File: config.mk
export PLATFORM = sky130hd
export DESIGN_NAME = mdc_core
export DESIGN_NICKNAME = d
export VERILOG_FILES = /design/src/logic/mdc_pkg.sv /design/src/logic/mdc_fifo.sv /design/src/logic/mdc_sticky.sv /design/src/logic/mdc_core.sv
export SDC_FILE = /design/constraint.sdc
export NUM_CORES = 1
export LEC_CHECK = 0
export ABC_AREA = 1
export BUFFER_PORTS_ARGS = -buffer_cell sky130_fd_sc_hd__buf_2
export CELL_PAD_IN_SITES_DETAIL_PLACEMENT = 0
export CELL_PAD_IN_SITES_GLOBAL_PLACEMENT = 1
export CORE_UTILIZATION = 44
export CTS_CLUSTER_SIZE = 40
export DETAILED_ROUTE_END_ITERATION = 16
export PLACE_DENSITY_LB_ADDON = 0.1
export SETUP_SLACK_MARGIN = 0.15
export SLEW_MARGIN = 30
export SYNTH_ARGS = -nofsm -noshare
export SYNTH_HDL_FRONTEND = slang
export SYNTH_SLANG_ARGS = --single-unit
export TNS_END_PERCENT = 30
File: constraint.sdc
create_clock -name CLK -period 10.2 [get_ports CLK]
set_input_delay 2.04 -clock CLK [delete_from_list [all_inputs] [get_ports CLK]]
set_output_delay 2.04 -clock CLK [all_outputs]
set_load 0.02 [all_outputs]
File: src/logic/mdc_pkg.sv
// Shared constants for the DMA channel control core.
// Assumes a 32-bit memory bus with word-aligned accesses.
package mdc_pkg;
    localparam int unsigned ADDR_W = 32;
    localparam int unsigned DATA_W = 32;
    // The control table base is aligned to this many bytes.
    localparam int unsigned TABLE_ALIGN_BYTES = 1024;
    localparam int unsigned ALIGN_BITS = $clog2(TABLE_ALIGN_BYTES);
    localparam logic [ADDR_W-1:0] ALIGN_MASK = ~(ADDR_W'(TABLE_ALIGN_BYTES) - 32'h0000_0001);
    // Each control structure is four words; the alternate half begins at this offset.
    localparam int unsigned STRUCT_SHIFT = 4;
    localparam logic [ADDR_W-1:0] ALT_HALF_OFS = 32'h0000_0200;
    localparam logic [ADDR_W-1:0] SRC_END_OFS = 32'h0000_0000;
    localparam logic [ADDR_W-1:0] DST_END_OFS = 32'h0000_0004;
    localparam logic [ADDR_W-1:0] CTL_OFS = 32'h0000_0008;
    // Control word layout.
    localparam int unsigned MODE_LSB = 0;
    localparam int unsigned MODE_W = 3;
    localparam int unsigned CNT_LSB = 4;
    localparam int unsigned CNT_W = 10;
    localparam logic [MODE_W-1:0] MODE_STOPPED = 3'h0;
    // Items are words; an item index becomes a byte offset by this shift.
    localparam int unsigned ITEM_SHIFT = 2;
    localparam logic [CNT_W-1:0] CNT_ONE = 10'h001;
    localparam logic [CNT_W-1:0] CNT_ZERO = 10'h000;
endpackage : mdc_pkg

File: src/logic/mdc_fifo.sv
// Small synchronous FIFO with valid/ready on both sides and a flush.
// Assumes DEPTH is a power of two and a single clock.
`timescale 1ns/100ps
`default_nettype none
module mdc_fifo #(
    parameter int unsigned WIDTH = 32,
    parameter int unsigned DEPTH = 4
) (
    input wire logic clk,
    input wire logic rst,
    input wire logic flush,
    input wire logic in_valid,
    output logic in_ready,
    input wire logic [WIDTH-1:0] in_data,
    output logic out_valid,
    input wire logic out_ready,
    output logic [WIDTH-1:0] out_data
);
    localparam int unsigned PW = $clog2(DEPTH);
    localparam int unsigned CW = PW + 1;
    logic [WIDTH-1:0] store [DEPTH];
    logic [PW-1:0] wr_ptr, rd_ptr, next_wr_ptr, next_rd_ptr;
    logic [CW-1:0] count, next_count;
    logic push, pop;

    always_comb begin
        in_ready = (count != CW'(DEPTH));
        out_valid = (count != '0);
        out_data = store[rd_ptr];
        push = in_valid & in_ready;
        pop = out_valid & out_ready;
        next_wr_ptr = push ? PW'(wr_ptr + 1'b1) : wr_ptr;
        next_rd_ptr = pop ? PW'(rd_ptr + 1'b1) : rd_ptr;
        next_count = CW'(count + CW'(push) - CW'(pop));
        if (flush) begin
            next_wr_ptr = '0;
            next_rd_ptr = '0;
            next_count = '0;
        end
    end

    always_ff @(posedge clk or posedge rst) begin
        if (rst) begin
            wr_ptr <= '0;
            rd_ptr <= '0;
            count <= '0;
        end else begin
            wr_ptr <= next_wr_ptr;
            rd_ptr <= next_rd_ptr;
            count <= next_count;
        end
    end

    // Storage carries no reset; only the pointers decide what is valid.
    always_ff @(posedge clk) begin
        if (push) begin
            store[wr_ptr] <= in_data;
        end
    end
endmodule // mdc_fifo
`default_nettype wire

File: src/logic/mdc_sticky.sv
// Sticky flag that hardware sets and software clears.
// Assumes set and clear are one-cycle pulses on the same clock.
`timescale 1ns/100ps
`default_nettype none
module mdc_sticky (
    input wire logic clk,
    input wire logic rst,
    input wire logic set,
    input wire logic clr,
    output logic q
);
    logic next_q;

    // A set in the clearing cycle wins, so no error is lost.
    always_comb begin
        next_q = set | (q & ~clr);
    end

    always_ff @(posedge clk or posedge rst) begin
        if (rst) begin
            q <= 1'b0;
        end else begin
            q <= next_q;
        end
    end
endmodule // mdc_sticky
`default_nettype wire

File: src/logic/mdc_core.sv
// Global control and transfer engine of the micro DMA controller.
// Assumes a single-outstanding memory port where MEM_ACK answers MEM_REQ.
//
// Notes on behaviour
// - Table base sits on a 1024-byte boundary; low ten bits forced to zero.
// - Channel control is fetched from a memory table at a readable base pointer.
// - No new item starts while the global enable is clear; an item already begun runs to its write-back.
// - After disable the engine stays idle until enabled again.
// - A transfer error raises a pending error held until software clears it.
// - Error status reads non-zero while pending, zero after clearing.
// - Alternate structures live in the second half; its base is readable.
// - On completion the structure mode is written back as stopped.
// - A channel enable clears itself when its transfer completes.
// - Item count is decremented in memory as items move; zero at end.
`timescale 1ns/100ps
`default_nettype none
module mdc_core
    import mdc_pkg::*;
#(
    parameter int unsigned NUM_CH = 4,
    parameter int unsigned FIFO_DEPTH = 4
) (
    input wire logic CLK,
    input wire logic RST,
    input wire logic GLOBAL_EN,
    input wire logic BASE_WR,
    input wire logic [mdc_pkg::ADDR_W-1:0] BASE_WDATA,
    output logic [mdc_pkg::ADDR_W-1:0] BASE_PTR,
    output logic [mdc_pkg::ADDR_W-1:0] ALT_BASE_PTR,
    output logic BASE_VALID,
    input wire logic [NUM_CH-1:0] CH_EN_SET,
    input wire logic [NUM_CH-1:0] ALTERNATE_STRUCTURE_SELECT,
    input wire logic [NUM_CH-1:0] CH_REQ,
    output logic [NUM_CH-1:0] CH_ENABLED,
    output logic [NUM_CH-1:0] CH_DONE,
    input wire logic ERR_CLEAR,
    output logic ERROR_PENDING,
    output logic ACTIVE,
    output logic MEM_REQ,
    output logic MEM_WE,
    output logic [mdc_pkg::ADDR_W-1:0] MEM_ADDR,
    output logic [mdc_pkg::DATA_W-1:0] MEM_WDATA,
    input wire logic MEM_ACK,
    input wire logic MEM_ERR,
    input wire logic [mdc_pkg::DATA_W-1:0] MEM_RDATA
);
    import mdc_pkg::*;

    localparam int unsigned CH_W = (NUM_CH > 1) ? $clog2(NUM_CH) : 1;

    typedef enum logic [2:0] {
        ST_IDLE,
        ST_SRC,
        ST_DST,
        ST_CTL,
        ST_RD,
        ST_WR,
        ST_WB
    } mdc_state_e;

    mdc_state_e state, next_state;
    logic [CH_W-1:0] ch, next_ch;
    logic [ADDR_W-1:0] base, next_base, alt_base, next_alt_base;
    logic base_valid, next_base_valid;
    logic [ADDR_W-1:0] src_end, next_src_end, dst_end, next_dst_end;
    logic [DATA_W-1:0] ctl, next_ctl;
    logic [NUM_CH-1:0] ch_en, next_ch_en, done, next_done;
    logic mem_req, next_mem_req, mem_we, next_mem_we;
    logic [ADDR_W-1:0] mem_addr, next_mem_addr;
    logic [DATA_W-1:0] mem_wdata, next_mem_wdata;
    logic active, next_active;
    logic err_set;
    logic err_q;
    logic fifo_push, fifo_in_ready, fifo_out_valid, fifo_pop, fifo_flush;
    logic [DATA_W-1:0] fifo_out;
    logic acked;
    logic pick_hit;
    logic [CH_W-1:0] pick;
    logic [CNT_W-1:0] cnt, cnt_dec;
    logic [ADDR_W-1:0] item_ofs, struct_addr;

    // Lowest-numbered enabled channel with a pending request wins.
    always_comb begin
        pick_hit = 1'b0;
        pick = '0;
        for (int i = NUM_CH - 1; i >= 0; i--) begin
            if (ch_en[i] && CH_REQ[i]) begin
                pick_hit = 1'b1;
                pick = CH_W'(i);
            end
        end
    end

    always_comb begin
        cnt = ctl[CNT_LSB +: CNT_W];
        cnt_dec = CNT_W'(cnt - CNT_ONE);
        // End-pointer addressing: the remaining count locates the next item.
        item_ofs = ADDR_W'({cnt_dec, {ITEM_SHIFT{1'b0}}});
        struct_addr = ADDR_W'(ADDR_W'(ch) << STRUCT_SHIFT);
    end

    always_comb begin
        next_state = state;
        next_ch = ch;
        next_base = base;
        next_alt_base = alt_base;
        next_base_valid = base_valid;
        next_src_end = src_end;
        next_dst_end = dst_end;
        next_ctl = ctl;
        // Software's set wins over the completion clear of the same cycle.
        next_ch_en = ch_en;
        next_done = '0;
        next_mem_req = mem_req;
        next_mem_we = mem_we;
        next_mem_addr = mem_addr;
        next_mem_wdata = mem_wdata;
        err_set = 1'b0;
        fifo_push = 1'b0;
        fifo_pop = 1'b0;
        fifo_flush = 1'b0;
        acked = mem_req & MEM_ACK;

        if (BASE_WR) begin
            next_base = BASE_WDATA & ALIGN_MASK;
            next_alt_base = (BASE_WDATA & ALIGN_MASK) + ALT_HALF_OFS;
            next_base_valid = 1'b1;
        end

        case (state)
            ST_IDLE: begin
                // A new item starts only while enabled and after the base is set.
                if (GLOBAL_EN && base_valid && pick_hit) begin
                    next_ch = pick;
                    next_mem_req = 1'b1;
                    next_mem_we = 1'b0;
                    next_mem_addr = (ALTERNATE_STRUCTURE_SELECT[pick] ? alt_base : base)
                        + ADDR_W'(ADDR_W'(pick) << STRUCT_SHIFT) + SRC_END_OFS;
                    next_state = ST_SRC;
                end
            end
            ST_SRC: begin
                if (acked) begin
                    next_src_end = MEM_RDATA;
                    next_mem_addr = (ALTERNATE_STRUCTURE_SELECT[ch] ? alt_base : base)
                        + struct_addr + DST_END_OFS;
                    next_state = ST_DST;
                end
            end
            ST_DST: begin
                if (acked) begin
                    next_dst_end = MEM_RDATA;
                    next_mem_addr = (ALTERNATE_STRUCTURE_SELECT[ch] ? alt_base : base)
                        + struct_addr + CTL_OFS;
                    next_state = ST_CTL;
                end
            end
            ST_CTL: begin
                if (acked) begin
                    next_ctl = MEM_RDATA;
                    next_mem_req = 1'b0;
                    if (MEM_RDATA[MODE_LSB +: MODE_W] == MODE_STOPPED ||
                        MEM_RDATA[CNT_LSB +: CNT_W] == CNT_ZERO) begin
                        // A stopped structure has nothing to move; the channel is released.
                        next_ch_en[ch] = 1'b0;
                        next_state = ST_IDLE;
                    end else begin
                        next_state = ST_RD;
                    end
                end
            end
            ST_RD: begin
                if (!mem_req) begin
                    if (fifo_in_ready) begin
                        next_mem_req = 1'b1;
                        next_mem_we = 1'b0;
                        next_mem_addr = src_end - item_ofs;
                    end
                end else if (acked) begin
                    fifo_push = ~MEM_ERR;
                    next_mem_req = 1'b0;
                    next_state = ST_WR;
                end
            end
            ST_WR: begin
                if (!mem_req) begin
                    if (fifo_out_valid) begin
                        fifo_pop = 1'b1;
                        next_mem_req = 1'b1;
                        next_mem_we = 1'b1;
                        next_mem_addr = dst_end - item_ofs;
                        next_mem_wdata = fifo_out;
                    end
                end else if (acked) begin
                    next_ctl[CNT_LSB +: CNT_W] = cnt_dec;
                    if (cnt_dec == CNT_ZERO) begin
                        next_ctl[MODE_LSB +: MODE_W] = MODE_STOPPED;
                    end
                    next_mem_addr = (ALTERNATE_STRUCTURE_SELECT[ch] ? alt_base : base)
                        + struct_addr + CTL_OFS;
                    next_mem_wdata = ctl;
                    next_mem_wdata[CNT_LSB +: CNT_W] = cnt_dec;
                    if (cnt_dec == CNT_ZERO) begin
                        next_mem_wdata[MODE_LSB +: MODE_W] = MODE_STOPPED;
                    end
                    next_state = ST_WB;
                end
            end
            ST_WB: begin
                if (acked) begin
                    next_mem_req = 1'b0;
                    next_mem_we = 1'b0;
                    if (ctl[CNT_LSB +: CNT_W] == CNT_ZERO) begin
                        next_ch_en[ch] = 1'b0;
                        next_done[ch] = 1'b1;
                    end
                    next_state = ST_IDLE;
                end
            end
            default: begin
                next_state = ST_IDLE;
                next_mem_req = 1'b0;
            end
        endcase

        // An error answer on any access, table fetch included, halts the channel.
        if (acked && MEM_ERR) begin
            err_set = 1'b1;
            next_ch_en[ch] = 1'b0;
            next_mem_req = 1'b0;
            next_mem_we = 1'b0;
            fifo_flush = 1'b1;
            next_state = ST_IDLE;
        end

        next_ch_en = next_ch_en | CH_EN_SET;
        next_active = (next_state != ST_IDLE);
    end

    always_ff @(posedge CLK or posedge RST) begin
        if (RST) begin
            state <= ST_IDLE;
            ch <= '0;
            base <= '0;
            alt_base <= '0;
            base_valid <= 1'b0;
            src_end <= '0;
            dst_end <= '0;
            ctl <= '0;
            ch_en <= '0;
            done <= '0;
            mem_req <= 1'b0;
            mem_we <= 1'b0;
            mem_addr <= '0;
            mem_wdata <= '0;
            active <= 1'b0;
        end else begin
            state <= next_state;
            ch <= next_ch;
            base <= next_base;
            alt_base <= next_alt_base;
            base_valid <= next_base_valid;
            src_end <= next_src_end;
            dst_end <= next_dst_end;
            ctl <= next_ctl;
            ch_en <= next_ch_en;
            done <= next_done;
            mem_req <= next_mem_req;
            mem_we <= next_mem_we;
            mem_addr <= next_mem_addr;
            mem_wdata <= next_mem_wdata;
            active <= next_active;
        end
    end

    // Read data passes through the buffer; a write waits until a word is there.
    mdc_fifo #(
        .WIDTH(DATA_W),
        .DEPTH(FIFO_DEPTH)
    ) u_fifo (
        .clk(CLK),
        .rst(RST),
        .flush(fifo_flush),
        .in_valid(fifo_push),
        .in_ready(fifo_in_ready),
        .in_data(MEM_RDATA),
        .out_valid(fifo_out_valid),
        .out_ready(fifo_pop),
        .out_data(fifo_out)
    );

    mdc_sticky u_err (
        .clk(CLK),
        .rst(RST),
        .set(err_set),
        .clr(ERR_CLEAR),
        .q(err_q)
    );

    assign BASE_PTR = base;
    assign ALT_BASE_PTR = alt_base;
    assign BASE_VALID = base_valid;
    assign CH_ENABLED = ch_en;
    assign CH_DONE = done;
    assign ERROR_PENDING = err_q;
    assign ACTIVE = active;
    assign MEM_REQ = mem_req;
    assign MEM_WE = mem_we;
    assign MEM_ADDR = mem_addr;
    assign MEM_WDATA = mem_wdata;
endmodule // mdc_core
`default_nettype wire

==> flow_metrics.py <==
metrics = {
    "routing": {
        "ant_nets": 0,
        "viasPerCell": 5.36,
        "via_count": 14800,
        "first_pass_iters": 5,
        "drt-initial-drc-count": 1031,
        "drc": 0,
        "wl_per_cell_um": 19.2,
        "wirelength_um": 53100,
    },
    "clock_tree": {
        "cts_resized": 0,
        "cts_buffers": 38,
        "cts_tree": "yes",
        "cts_max_level": 2,
        "cts_sinks": 335,
        "root_buffer": "clkbuf_16",
        "clockBufferDepth": 3,
        "hold_buffers": 0,
        "post_cts_buffers": 0,
        "clk_pin_slew_ns": 0.06,
        "clock_latency_ns": 0.55,
    },
    "worst_setup_path": {
        "crit_type": "in -> reg",
        "crit_family": "buffers and inverters",
        "path_buf_inv": 5,
        "cp.arrival_ns": 4.84,
        "path_depth": 11,
        "crit_path_frequent_cell": "buf_4",
        "endpoint_kind": "register",
        "rr_worst_depth": 19,
        "crit_chain": "buf_2 -> nand2_1 -> buf_4 -> inv_2 -> nor2_1 -> a2111oi_0 -> nand2_2 -> buf_4 -> inv_1 -> o21ai_0 -> o22a_1",
        "critPathSlowestCell": "inv_2",
        "critPathMaxFanout": 46,
        "critical-path-max-stage-delay_ns": 0.65,
        "crit_required_ns": 10.64,
        "worstSetupStartpointType": "primary input",
    },
    "grt": {
        "grt.overflow.total": 0,
        "antenna_found_initial": 0,
        "grt_max_degree": 102,
        "grt_pass1_wl_um": 83500,
        "grt_pass1_vias": 14200,
        "grtUsageTotal_pct": 26.5,
    },
    "sta": {
        "fin_setup_tns_ns": 0,
        "rsz0062_at_grt": "no",
        "finalSetupViolCount": 0,
        "period_share_pct": 43.1,
        "skew_ns": 0.0124,
        "report.final.slew_viol_count": 0,
        "slew_headroom_pct": 45.5,
        "max_freq_mhz": 227,
        "finalHoldViolCount": 0,
        "fin_crit_ns": 4.40,
        "tightest_slew_ns": 0.818,
    },
    "pwr": {
        "p_per_area_nw_per_um2": 316,
        "peakVddDrop_uv": 248,
        "finalPower_mw": 6.37,
        "power_leakage_nw": 9.22,
    },
    "synth": {
        "synth-seq-cells": 335,
        "yosysSeqAreaShare_pct": 51.2,
        "synth_edf_count": 128,
        "syn_area_um2": 17600,
        "yosysMostFrequentCell": "nand2_1",
        "avgSynthCellArea_um2": 8.46,
        "synth_flop_cell": "dfrtp_1",
        "yosysWarnings": 0,
        "synthArstFlopShare_pct": 61.8,
        "ys_types": 60,
        "synthCells": 2081,
        "netlist_top_cells_count": "nand2_1 (450), o21ai_0 (241), dfrtp_1 (207)",
        "yosysTopAreaCell": "dfrtp_1",
        "synthTopCellsByArea": "dfrtp_1 (29%), edfxtp_1 (22%), nand2_1 (9.6%)",
        "yosys.area.top_type_share_pct": 29.4,
    },
    "placement": {
        "gp_congestion": 0.875,
        "dpl-instance-area_um2": 18800,
        "dp_hpwl_um": 36700,
        "portBuffers": 194,
    },
    "finish": {
        "n_antenna_cell": 0,
        "fin_area_um2": 20200,
        "drive_above_1_share_pct": 16.7,
        "areaGrowthSynthToFinish_pct": 14.6,
        "n_fill_cell": 3776,
        "nets": 2329,
    },
    "die": {
        "core_area_um2": 39100,
        "die_h_um": 202,
        "die_area_um2": 40800,
        "rows": 72,
        "initial_core_util_pct": 45.1,
        "io_pins": 224,
        "dieWidth_um": 202,
    },
    "hold_path": {
        "holdPathStages": 2,
        "hold_class": "reg -> reg",
    },
    "run": {
        "cap_violations": 0,
    },
    "outcome": {
        "status": "completed",
    },
}
[registers in the layout (all words and copies together), names as in the netlist, 3 cells and up]
| register | cells |
|---|---|
| CH_ENABLED | 4 |
| u_fifo.count | 3 |
| MEM_WDATA | 32 |
| CH_DONE | 4 |
| ctl | 32 |
| dst_end | 32 |
| u_fifo.store | 128 |
| state | 3 |
| src_end | 32 |
| BASE_PTR | 22 |
| MEM_ADDR | 32 |
[tightest hold or removal path, stage by stage, from the launching register on]
cell     delay (ns)
dfrtp_1        0.34
nand2_1        0.05
o21ai_1        0.06
[report_power, final]
group          switching [mW]  total, mW  internal (mW)  leakage, nW
logic                    1.95       2.84          0.891         4.80
clock network           0.572       1.49          0.920        0.666
registers               0.310       2.04           1.73         3.75
[placed cells by master (no fill, tap or decap), types with 23 or more instances in the layout]
| master | netlist | layout |
|---|---|---|
| nand2_2 | 22 | 23 |
| nand2_1 | 450 | 449 |
| dfrtp_1 | 207 | 206 |
| nor2_1 | 190 | 182 |
| o22ai_1 | 32 | 32 |
| a21oi_1 | 74 | 74 |
| inv_1 | 204 | 203 |
| o21ai_1 | 30 | 30 |
| buf_2 | 15 | 194 |
| o21ai_0 | 241 | 241 |
| edfxtp_1 | 128 | 128 |
| nand3_1 | 122 | 122 |
| clkbuf_16 | 0 | 40 |
[cell type report]
class                           instances  area (um^2)  share of cell area [%]
Multi-Input combinational cell       1405         7140                    35.4
Clock inverter                         15          256                    1.27
Tap cell                              518          648                    3.21
Inverter                              225          852                    4.22
Sequential cell                       335         9020                    44.7
Clock buffer                           55         1120                    5.54
Timing Repair Buffer                  216         1140                    5.63
[stage by stage]
step,util (%),hold WS (ns),setup WS (ns),instances
finish,51.6,0.484,5.80,2769
global route,51.6,0.513,5.38,2769
CTS,51.6,0.489,5.83,2769
detailed placement,48.1,0.473,5.23,2699
global placement,48.1,0.467,5.30,2699
floorplan,-,0.453,2.51,2099
[cells by family (layout without fill, tap and decap cells)]
family,after synthesis,in the layout,synth area share [%]
AO/OA/AOI/OAI,478,478,15.6
XOR/XNOR,10,10,0.497
adder cells (fa/ha/maj),25,25,1.90
buffers and inverters,359,511,8.76
flip-flops,335,335,51.2
multiplexers,3,3,0.192
other,1,19,0.0213
AND/OR/NAND/NOR,870,870,21.8
[final timing paths]
| check | to | slack (ns) | startpoint |
|---|---|---|---|
| max | MEM_ADDR[9] | 5.80 | MEM_ACK |
| min | MEM_WDATA[12] | 0.48 | MEM_WDATA[12] |
| max reg2reg | MEM_ADDR[22] | 6.63 | ctl[4] |
| min reg2reg | MEM_WDATA[12] | 0.48 | MEM_WDATA[12] |
| max in group asynchronous | ctl[13] | 6.56 | RST |
| min in group asynchronous | CH_ENABLED[2] | 1.54 | RST |
[layer usage]
layer | GRT usage [%] | wire, um
met3 | 3.19 | 3090
met5 | 0 | 0
met4 | 6.85 | 956
met2 | 40.1 | 23000
met1 | 40.0 | 26100
Power figures use the tool's default switching activity.
